`config.mk`:
```
export PLATFORM = sky130hd
export DESIGN_NAME = twscl_latches
export DESIGN_NICKNAME = d
export VERILOG_FILES = /design/src/shared/twscl_pkg.sv /design/src/shared/twscl_serial_if.sv /design/src/hw/twscl_latches.sv /design/src/hw/twscl_shifter.sv
export SDC_FILE = /design/constraint.sdc
export NUM_CORES = 1
export LEC_CHECK = 0
export BUFFER_PORTS_ARGS = -buffer_cell sky130_fd_sc_hd__clkbuf_2
export CORE_MARGIN = 5
export CORE_UTILIZATION = 35
export CTS_CLUSTER_DIAMETER = 200
export DETAILED_ROUTE_END_ITERATION = 12
export GPL_ROUTABILITY_DRIVEN = 1
export GPL_TIMING_DRIVEN = 0
export REMOVE_ABC_BUFFERS = 1
export SKIP_CTS_REPAIR_TIMING = 1
export SLEW_MARGIN = 30
export SYNTH_ARGS = -nofsm -noshare
export SYNTH_HDL_FRONTEND = slang
export SYNTH_SLANG_ARGS = --single-unit
```
`constraint.sdc`:
```
create_clock -name core_clk_i -period 4.3 [get_ports core_clk_i]
set_input_delay 0.86 -clock core_clk_i [delete_from_list [all_inputs] [get_ports core_clk_i]]
set_output_delay 0.86 -clock core_clk_i [all_outputs]
set_load 0.02 [all_outputs]
```
`src/shared/twscl_pkg.sv`:
```
// twscl_pkg: field layout, select codes and reset values of the serial
// configuration latches. assumes 32-bit words shifted msb first.
package twscl_pkg;

    localparam int WORD_W = 32;
    localparam int SEL_W = 3;

    // latch select codes in bits 2:0
    typedef enum logic [2:0] {
        TWSCL_SEL_INT_FRAC = 3'h0,
        TWSCL_SEL_PHASE = 3'h1,
        TWSCL_SEL_MOD_REF = 3'h2,
        TWSCL_SEL_FUNC = 3'h3,
        TWSCL_SEL_CLKDIV = 3'h4
    } twscl_sel_e;

    // integer/fraction word
    localparam int MON_MSB = 30;
    localparam int MON_LSB = 27;
    localparam int INT_MSB = 26;
    localparam int INT_LSB = 15;
    localparam int FRAC_MSB = 14;
    localparam int FRAC_LSB = 3;
    // output phase word
    localparam int PHASE_MSB = 14;
    localparam int PHASE_LSB = 3;
    // modulus/reference word
    localparam int NOISE_MSB = 30;
    localparam int NOISE_LSB = 29;
    localparam int CSR_BIT = 28;
    localparam int CUR_MSB = 27;
    localparam int CUR_LSB = 24;
    localparam int PRESC_BIT = 22;
    localparam int HALF_BIT = 21;
    localparam int DBL_BIT = 20;
    localparam int RCNT_MSB = 19;
    localparam int RCNT_LSB = 15;
    localparam int MOD_MSB = 14;
    localparam int MOD_LSB = 3;
    // function control word
    localparam int SDRST_BIT = 14;
    localparam int LDP_BIT = 7;
    localparam int PDPOL_BIT = 6;
    localparam int PWRDN_BIT = 5;
    localparam int CP3S_BIT = 4;
    localparam int CNTRST_BIT = 3;

    // values after reset
    localparam logic [11:0] INT_RST = 12'h017;
    localparam logic [11:0] MOD_RST = 12'h002;
    localparam logic [4:0] RCNT_RST = 5'h01;

    // monitor select codes
    localparam logic [3:0] MON_TRISTATE = 4'h0;
    localparam logic [3:0] MON_HIGH = 4'h1;
    localparam logic [3:0] MON_LOW = 4'h2;
    localparam logic [3:0] MON_REF_DIV = 4'h3;
    localparam logic [3:0] MON_FB_DIV = 4'h4;
    localparam logic [3:0] MON_SDATA = 4'h7;

endpackage

```
`src/shared/twscl_serial_if.sv`:
```
// twscl_serial_if: shifted word and load pulse from the serial front end
// to the latch bank. one clock domain, core_clk_i.
`timescale 1ns/10ps
interface twscl_serial_if;
    logic [31:0] word;
    logic load;
    modport shifter (output word, output load);
    modport bank (input word, input load);
endinterface

```
`src/hw/twscl_latches.sv`:
```
// twscl_latches: four-way latch bank, double buffering, reference and
// feedback counters, monitor mux and power control.
// assumes one clock; serial pins, ticks and chip enable synchronous to it.
`timescale 1ns/10ps

module twscl_latches
    import twscl_pkg::*;
(
    input wire logic core_clk_i,
    input wire logic rst_n_i,
    input wire logic serial_clk_i,
    input wire logic serial_data_i,
    input wire logic load_strobe_i,
    input wire logic chip_enable_i,
    input wire logic ref_tick_i,
    input wire logic rf_tick_i,
    output logic monitor_output_o,
    output logic monitor_output_oe_o,
    output logic pump_three_state_o,
    output logic power_down_o,
    output logic [11:0] int_value_o,
    output logic [11:0] frac_value_o,
    output logic [11:0] fraction_modulus_o,
    output logic [11:0] phase_value_o,
    output logic [4:0] ref_count_o,
    output logic ref_doubler_o,
    output logic reference_halving_bit_o,
    output logic [3:0] pump_current_o,
    output logic [1:0] noise_mode_o,
    output logic cycle_slip_reduction_o,
    output logic prescaler_o,
    output logic pd_polarity_o,
    output logic lock_detect_precision_o,
    output logic [6:0] ref_div_total_o,
    output logic ref_pulse_o,
    output logic fb_pulse_o
);

    twscl_serial_if ser ();

    twscl_shifter u_shifter (
        .core_clk_i(core_clk_i),
        .rst_n_i(rst_n_i),
        .serial_clk_i(serial_clk_i),
        .serial_data_i(serial_data_i),
        .load_strobe_i(load_strobe_i),
        .ser(ser.shifter)
    );

    ////////////////////////////////////////////////////////////////////////
    // write decode
    logic [SEL_W-1:0] sel;
    logic wr0, wr1, wr2, wr3;
    assign sel = ser.word[SEL_W-1:0];
    // 100 is taken but has no fields here; 101..111 match nothing
    assign wr0 = ser.load && sel == TWSCL_SEL_INT_FRAC;
    assign wr1 = ser.load && sel == TWSCL_SEL_PHASE;
    assign wr2 = ser.load && sel == TWSCL_SEL_MOD_REF;
    assign wr3 = ser.load && sel == TWSCL_SEL_FUNC;

    // latch zero: immediate
    logic [3:0] mon_sel_ff;
    always_ff @(posedge core_clk_i) begin
        if (!rst_n_i) begin
            int_value_o <= INT_RST;
            frac_value_o <= 12'h000;
            mon_sel_ff <= MON_TRISTATE;
        end else if (wr0) begin
            int_value_o <= ser.word[INT_MSB:INT_LSB];
            frac_value_o <= ser.word[FRAC_MSB:FRAC_LSB];
            mon_sel_ff <= ser.word[MON_MSB:MON_LSB];
        end
    end

    // pending copies of the double-buffered settings
    logic [11:0] pend_phase_ff, pend_mod_ff;
    logic [4:0] pend_r_ff;
    logic pend_dbl_ff, pend_half_ff;
    logic [3:0] pend_cur_ff;
    always_ff @(posedge core_clk_i) begin
        if (!rst_n_i) begin
            pend_phase_ff <= 12'h000;
            pend_mod_ff <= MOD_RST;
            pend_r_ff <= RCNT_RST;
            pend_dbl_ff <= 1'b0;
            pend_half_ff <= 1'b0;
            pend_cur_ff <= 4'h0;
        end else begin
            if (wr1) begin
                pend_phase_ff <= ser.word[PHASE_MSB:PHASE_LSB];
            end
            if (wr2) begin
                pend_mod_ff <= ser.word[MOD_MSB:MOD_LSB];
                pend_r_ff <= ser.word[RCNT_MSB:RCNT_LSB];
                pend_dbl_ff <= ser.word[DBL_BIT];
                pend_half_ff <= ser.word[HALF_BIT];
                pend_cur_ff <= ser.word[CUR_MSB:CUR_LSB];
            end
        end
    end

    // active copies move only on a latch-zero write
    always_ff @(posedge core_clk_i) begin
        if (!rst_n_i) begin
            phase_value_o <= 12'h000;
            fraction_modulus_o <= MOD_RST;
            ref_count_o <= RCNT_RST;
            ref_doubler_o <= 1'b0;
            reference_halving_bit_o <= 1'b0;
            pump_current_o <= 4'h0;
        end else if (wr0) begin
            phase_value_o <= pend_phase_ff;
            fraction_modulus_o <= pend_mod_ff;
            ref_count_o <= pend_r_ff;
            ref_doubler_o <= pend_dbl_ff;
            reference_halving_bit_o <= pend_half_ff;
            pump_current_o <= pend_cur_ff;
        end
    end

    // single-buffered parts of latches two and three
    logic sd_rst_ff, cp3s_ff, pwrdn_ff, cnt_rst_ff;
    always_ff @(posedge core_clk_i) begin
        if (!rst_n_i) begin
            noise_mode_o <= 2'h0;
            cycle_slip_reduction_o <= 1'b0;
            prescaler_o <= 1'b0;
        end else if (wr2) begin
            noise_mode_o <= ser.word[NOISE_MSB:NOISE_LSB];
            cycle_slip_reduction_o <= ser.word[CSR_BIT];
            prescaler_o <= ser.word[PRESC_BIT];
        end
    end

    always_ff @(posedge core_clk_i) begin
        if (!rst_n_i) begin
            sd_rst_ff <= 1'b0;
            lock_detect_precision_o <= 1'b0;
            pd_polarity_o <= 1'b0;
            pwrdn_ff <= 1'b0;
            cp3s_ff <= 1'b0;
            cnt_rst_ff <= 1'b0;
        end else if (wr3) begin
            sd_rst_ff <= ser.word[SDRST_BIT];
            lock_detect_precision_o <= ser.word[LDP_BIT];
            pd_polarity_o <= ser.word[PDPOL_BIT];
            pwrdn_ff <= ser.word[PWRDN_BIT];
            cp3s_ff <= ser.word[CP3S_BIT];
            cnt_rst_ff <= ser.word[CNTRST_BIT];
        end
    end

    ////////////////////////////////////////////////////////////////////////
    // power control; latches keep their contents while powered down, counters are cleared
    logic halt;
    assign halt = !chip_enable_i || pwrdn_ff || cnt_rst_ff;
    always_ff @(posedge core_clk_i) begin
        if (!rst_n_i) begin
            power_down_o <= 1'b1;
            pump_three_state_o <= 1'b1;
        end else begin
            power_down_o <= !chip_enable_i || pwrdn_ff;
            pump_three_state_o <= !chip_enable_i || pwrdn_ff || cp3s_ff;
        end
    end

    // reference ratio r times (1+T); code 0 means 32
    logic [5:0] r_ratio;
    assign r_ratio = (ref_count_o == 5'h00) ? 6'h20 : {1'b0, ref_count_o};
    always_ff @(posedge core_clk_i) begin
        if (!rst_n_i) begin
            ref_div_total_o <= 7'h01;
        end else begin
            ref_div_total_o <= reference_halving_bit_o ? {r_ratio, 1'b0}
                                                       : {1'b0, r_ratio};
        end
    end

    // reference counter: 5 bits wrap gives ratio 32 for code 0
    logic [4:0] r_cnt_ff;
    logic half_ph_ff;
    logic r_term;
    assign r_term = 5'(r_cnt_ff + 5'h01) == ref_count_o;
    always_ff @(posedge core_clk_i) begin
        if (!rst_n_i || halt) begin
            r_cnt_ff <= 5'h00;
            half_ph_ff <= 1'b0;
            ref_pulse_o <= 1'b0;
        end else begin
            ref_pulse_o <= 1'b0;
            if (ref_tick_i) begin
                r_cnt_ff <= r_term ? 5'h00 : 5'(r_cnt_ff + 5'h01);
                if (r_term) begin
                    half_ph_ff <= !half_ph_ff;
                    ref_pulse_o <= !reference_halving_bit_o || half_ph_ff;
                end
            end
        end
    end

    // feedback: int counter stretched by one on fraction carry
    // first-order accumulator only; noise shaping lives in the analog side
    logic [11:0] n_cnt_ff, acc_ff;
    logic carry_ff;
    logic [12:0] acc_sum;
    logic [12:0] n_target;
    assign acc_sum = {1'b0, acc_ff} + {1'b0, frac_value_o};
    assign n_target = {1'b0, int_value_o} + {12'h000, carry_ff};
    always_ff @(posedge core_clk_i) begin
        if (!rst_n_i || halt) begin
            n_cnt_ff <= 12'h000;
            fb_pulse_o <= 1'b0;
        end else begin
            fb_pulse_o <= 1'b0;
            if (rf_tick_i) begin
                if ({1'b0, n_cnt_ff} + 13'h0001 >= n_target) begin
                    n_cnt_ff <= 12'h000;
                    fb_pulse_o <= 1'b1;
                end else begin
                    n_cnt_ff <= 12'(n_cnt_ff + 12'h001);
                end
            end
        end
    end

    always_ff @(posedge core_clk_i) begin
        if (!rst_n_i || halt || sd_rst_ff) begin
            acc_ff <= 12'h000;
            carry_ff <= 1'b0;
        end else if (rf_tick_i && {1'b0, n_cnt_ff} + 13'h0001 >= n_target) begin
            if (acc_sum >= {1'b0, fraction_modulus_o}) begin
                acc_ff <= 12'(acc_sum - {1'b0, fraction_modulus_o});
                carry_ff <= 1'b1;
            end else begin
                acc_ff <= acc_sum[11:0];
                carry_ff <= 1'b0;
            end
        end
    end

    // monitor mux, registered so the pin never glitches
    always_ff @(posedge core_clk_i) begin
        if (!rst_n_i) begin
            monitor_output_o <= 1'b0;
            monitor_output_oe_o <= 1'b0;
        end else begin
            monitor_output_oe_o <= mon_sel_ff != MON_TRISTATE;
            case (mon_sel_ff)
                MON_HIGH: monitor_output_o <= 1'b1;
                MON_REF_DIV: monitor_output_o <= ref_pulse_o;
                MON_FB_DIV: monitor_output_o <= fb_pulse_o;
                MON_SDATA: monitor_output_o <= serial_data_i;
                default: monitor_output_o <= 1'b0;
            endcase
        end
    end
endmodule // twscl_latches

```
`src/hw/twscl_shifter.sv`:
```
// twscl_shifter: 32-bit input shift register and load strobe edge detect.
// assumes serial pins already synchronous to core_clk_i.
`timescale 1ns/10ps
module twscl_shifter
    import twscl_pkg::*;
(
    input wire logic core_clk_i,
    input wire logic rst_n_i,
    input wire logic serial_clk_i,
    input wire logic serial_data_i,
    input wire logic load_strobe_i,
    twscl_serial_if.shifter ser
);

    logic sclk_ff;
    logic strobe_ff;
    logic [WORD_W-1:0] word_ff;
    logic load_ff;

    assign ser.word = word_ff;
    assign ser.load = load_ff;

    always_ff @(posedge core_clk_i) begin
        if (!rst_n_i) begin
            sclk_ff <= 1'b0;
            strobe_ff <= 1'b0;
        end else begin
            sclk_ff <= serial_clk_i;
            strobe_ff <= load_strobe_i;
        end
    end

    // first bit in ends up at the top: msb first
    always_ff @(posedge core_clk_i) begin
        if (!rst_n_i) begin
            word_ff <= 32'h0;
        end else if (serial_clk_i && !sclk_ff) begin
            word_ff <= {word_ff[WORD_W-2:0], serial_data_i};
        end
    end

    always_ff @(posedge core_clk_i) begin
        if (!rst_n_i) begin
            load_ff <= 1'b0;
        end else begin
            load_ff <= load_strobe_i && !strobe_ff;
        end
    end
endmodule // twscl_shifter

```
# Word-level counts from Yosys, hierarchy flattened
# Index checks and enable logic that the tools add are counted.
# word_totals
regBits,186
latchBits,0
ramBits,0
rom_bits,0
inputBits,8
output_inout_bits,78
wordCells,94
n_memories,0
# op_classes
add_sub_neg,6
n_mul,0
div,0
order_cmp,2
n_eq_ne,8
shifts,0
muxes,8
bitwise,3
reduce_logical,26
# ops
cell,n
12-bit two-way mux,2
12-bit by 1-bit adder with 13-bit output,1
"12-bit by 1-bit adder with 13-bit output, second input constant",1
12-bit by 12-bit adder with 13-bit output,1
13-bit by 12-bit greater-or-equal comparator with 1-bit output,1
13-bit greater-or-equal comparator,1
"12-bit by 1-bit adder with 12-bit output, second input constant",1
6-bit two-way mux,2
12-bit subtractor,1
"4-bit by 3-bit equality test with 1-bit output, second input constant",2
1-bit logical AND,7
"3-bit by 2-bit equality test with 1-bit output, second input constant",2
1-bit logical NOT,6
1-bit logical OR,6
"5-bit by 1-bit adder with 5-bit output, second input constant",1
5-bit equality test,1
5-bit logical NOT,1
5-bit two-way mux,1
"4-bit by 1-bit equality test with 1-bit output, second input constant",1
"4-bit by 2-bit equality test with 1-bit output, second input constant",1
1-bit case mux with 4 select lines,1
2-bit AND reduction,2
4-bit nonzero test,1
"3-bit by 1-bit equality test with 1-bit output, second input constant",1
5 further kinds,8

# Depth between registers and ports, before layout
# logic_depth
depth_word,5
mapped_depth,17
ltp_nobuf,16

# Cells and area by module
# A second synthesis with hierarchy kept.
# hier_totals
cells_unflattened,1033
hier_area_um2,8989.9
# by_module_without_submodules
mod,n_inst,cells_each,area_each_um2,seq_area_each_um2
twscl_latches,1,921,7717.4,3042.9
twscl_shifter,1,112,1272.5,700.7

# Least setup slack after synthesis
# No wires, ideal clock.
# synth_timing
path_type,register -> register
from,register frac_value_o[0]
to,register acc_ff[5]
setup_time_ns,0.086
t_arrival_ns,3.617
t_required_ns,4.214
setup_slack_ns,0.597
stages_incl_launch_ff,16
path_buffers,1
synth_period_minus_slack_ns,3.703
path_cell_list,dfxtp_1 ha_1 inv_1 fa_1 and2b_1 o2111ai_1 nand3b_1 xor2_1 ha_1 a2111o_1 o21ai_0 a31oi_2 or2_4 buf_6 mux2i_1 a211oi_1
# synth_between
elab_chain_len,3
elab_cells_between_ends,4
cone_classes,add/sub (2); order compare (1); mux (1)
# synth_rtl
item,line,text
from (decl),twscl_latches.sv:22,"output logic [11:0] frac_value_o,"
from (signal assigned),twscl_latches.sv:70,frac_value_o <= ser.word[FRAC_MSB:FRAC_LSB];
12-bit by 12-bit adder with 13-bit output *,twscl_latches.sv:207,"assign acc_sum = {1'b0, acc_ff} + {1'b0, frac_value_o};"
12-bit subtractor or 13-bit by 12-bit greater-or-equal comparator with 1-bit output (tied branches),"twscl_latches.sv:232, twscl_latches.sv:231",
12-bit two-way mux *,twscl_latches.sv:231,"if (acc_sum >= {1'b0, fraction_modulus_o}) begin"
to (signal assigned),twscl_latches.sv:232,"acc_ff <= 12'(acc_sum - {1'b0, fraction_modulus_o});"
to (signal assigned),twscl_latches.sv:235,acc_ff <= acc_sum[11:0];
to (decl),twscl_latches.sv:203,"logic [11:0] n_cnt_ff, acc_ff;"
# Every way passes the cells marked *; elsewhere a longest branch is shown, timed or not.
# A chain may end at the register's enable or synchronous reset.

# Worst setup path in the final report
# layout_timing
from,register frac_value_o[0]
to,register acc_ff[3]
# The elaborated chain is that of the path after synthesis.

==> flow_metrics.py <==
metrics = {
    "run_status": {
        "status": "complete, no violations",
    },
    "hold_path": {
        "min_path_type": "register to register",
        "min_path_cells": 1,
    },
    "clock_tree": {
        "clockRootBuffer": "clkbuf_16",
        "cts_tree": "yes",
        "numCtsBuffers": 17,
        "cts_buffer_depth": 2,
        "cts_htree_levels": 4,
        "cts.sinks": 186,
        "clock_latency_ns": 0.43,
        "clk_pin_slew_ns": 0.07,
    },
    "placed_design": {
        "io_buffer_count": 85,
        "place_congestion": 0.854,
        "dp_cells": 1447,
        "dp_hpwl_um": 15200,
    },
    "drt": {
        "antenna_left": 0,
        "avgRoutedWirePerCell_um": 14.5,
        "drcViolationCount": 0,
        "wl_um": 21400,
        "vias_per_cell": 4.93,
        "firstDrtPassIters": 5,
        "drt_iter0_markers": 406,
        "vias": 7276,
    },
    "yosys": {
        "synthDistinctLibCells": 62,
        "yosysTopAreaCell": "dfxtp_1",
        "synth-edff-count": 0,
        "yosysTopAreaCellShare_pct": 41.8,
        "synth_common_cells": "303 x nand2_1, 186 x dfxtp_1, 126 x a21boi_0",
        "yosys_warnings": 0,
        "yosysSeqAreaShare_pct": 41.8,
        "synth-main-ff-cell": "dfxtp_1",
        "yosysMostFrequentCell": "nand2_1",
        "synthTopCellsByArea": "dfxtp_1 42%, nand2_1 13%, a21boi_0 11%",
        "syn_area_mm2": 0.00891,
        "postSynthAreaPerCell_um2": 8.28,
        "post_synth_inst_count": 1076,
        "synthArstFlopShare_pct": 0,
        "ys_seq_elements": 186,
    },
    "critical_path": {
        "critPathMaxFanout": 11,
        "cp-start-kind": "register",
        "cp-end-kind": "register",
        "worstPathRequired_ns": 4.64,
        "worstSetupPathType": "register to register",
        "cp_data_arrival_time_ns": 4.38,
        "reg2reg_depth": 14,
    },
    "power": {
        "p_leak_nw": 3.91,
        "peakVddDrop_mv": 0.250,
        "power_density_mw_per_mm2": 347,
        "power_mw": 3.59,
    },
    "timing": {
        "grt_setup_unrepaired": "no",
        "period_needed_ns": 4.04,
        "slew_violations": 0,
        "finalSetupViolCount": 0,
        "post-route-period-util_pct": 93.9,
        "max_freq_mhz": 248,
        "whs_ns": 0.379,
        "relSlewSlack_pct": 46.8,
        "finalHoldViolations": 0,
        "worstMarginPinSlew_ns": 0.796,
        "fin_worst_skew_ns": 0.00962,
    },
    "global_route": {
        "grt_pass1_vias": 6929,
        "grt_pass1_wl_um": 35900,
        "grt_max_degree": 129,
        "antenna_found_initial": 1,
        "grt_overflow_total": 0,
        "globalRouteTotalUtil_pct": 15.2,
    },
    "cells_and_area": {
        "drive_gt1_share_pct": 13.3,
        "n_antenna_cell": 0,
        "final_cells": 1477,
        "syn_to_final_growth_pct": 16.0,
        "ff_latch_area_mm2": 0.00372,
        "multi_input_area_mm2": 0.00492,
        "fillers": 2592,
        "nets": 1187,
        "utilization_pct": 41.2,
    },
    "flow_run": {
        "drv_cap": 0,
    },
    "die": {
        "core_mm2": 0.0251,
        "std_cell_rows": 58,
        "die-area_mm2": 0.0287,
        "die_h_um": 170,
        "ios": 86,
        "die_x_um": 170,
        "start_util_pct": 35.5,
    },
}
==> metal layers <==
metal	vias up	GRT usage (%)	part of all wire, %
met5	-	0	0.093
met2	141	23.7	45
met1	3333	21.3	49
li1	3785	-	-
met3	15	3.17	3.9
met4	2	4.41	1.2
==> final cells by class <==
class                   instances  area share, %
clock buffers                  19           4.38
clock inverters                11           1.56
flip-flops and latches        186           36.0
inverters                      22          0.799
multi-input cells             813           47.7
well taps                     330           4.00
repair buffers                 96           5.58
==> path summary, 6_finish.rpt <==
| path | start | to | slack, ns |
|---|---|---|---|
| setup / recovery | frac_value_o[0] | acc_ff[3] | 0.26 |
| hold reg to reg | u_shifter.strobe_ff | u_shifter.ser.load | 0.38 |
| hold / removal | u_shifter.strobe_ff | u_shifter.ser.load | 0.38 |
| setup reg to reg | frac_value_o[0] | acc_ff[3] | 0.26 |
==> layout by cell type (no fill, tap or decap), types with 12 or more instances in the layout <==
master	n
a21boi_0	125
xor2_1	22
nand3_1	25
nor3_1	13
clkbuf_2	84
inv_1	22
nor2_1	38
ha_1	41
mux2i_1	15
nor2b_1	16
dfxtp_1	186
clkbuf_16	17
o21ai_0	34
nand2_1	302
a211oi_1	12
a21oi_1	33
xnor2_1	23
==> sequential cells by signal (all words and copies together) (netlist names), 2 cells and up <==
register            flops
int_value_o            12
r_cnt_ff                5
noise_mode_o            2
n_cnt_ff               12
pump_current_o          4
mon_sel_ff              4
pend_cur_ff             4
phase_value_o          12
ref_count_o             5
pend_r_ff               5
u_shifter.ser.word     31
pend_mod_ff            12
fraction_modulus_o     12
pend_phase_ff          12
frac_value_o           12
ref_div_total_o         7
acc_ff                 12
==> worst max-delay path, stage by stage, from the launching register on <==
cell and delay (ns):
dfxtp_1 0.39, ha_1 0.22, inv_1 0.06, fa_1 0.39, and2b_1 0.24, o2111ai_1 0.11
nand3b_1 0.16, xor2_1 0.27, ha_1 0.35, a2111o_1 0.46, o21ai_0 0.27, a31oi_2 0.26
or2_4 0.38, mux2i_1 0.13, a211oi_1 0.24
==> power by group <==
group / switching, mW / internal, mW
Sequential: 0.0105 / 1.73
Combinational: 0.121 / 0.0731
Clock: 0.696 / 0.953
==> cell families (layout without fill, tap and decap cells) <==
family | after synthesis | after routing | share of synthesized area (%)
AOI/OAI and AO/OA | 253 | 253 | 20.2
adders and majority gates | 43 | 43 | 6.21
xor gates and xnor gates | 45 | 45 | 4.42
DFF | 186 | 186 | 41.8
muxes | 16 | 16 | 1.81
and+or+nand+nor | 456 | 456 | 22.2
buffers and inverters | 77 | 148 | 3.33
==> metrics by stage <==
stage | TNS, ns | area (um^2) | setup slack (ns)
after floorplan | 0 | 8700 | 0.238
after global placement | -135.31 | 9530 | -2.33
after detailed placement | 0 | 9710 | 0.206
after CTS | 0 | 10300 | 0.193
after global routing | 0 | 10300 | 0.00484
final | 0 | 10300 | 0.263
Note: power is estimated with default switching activity, not from simulation.
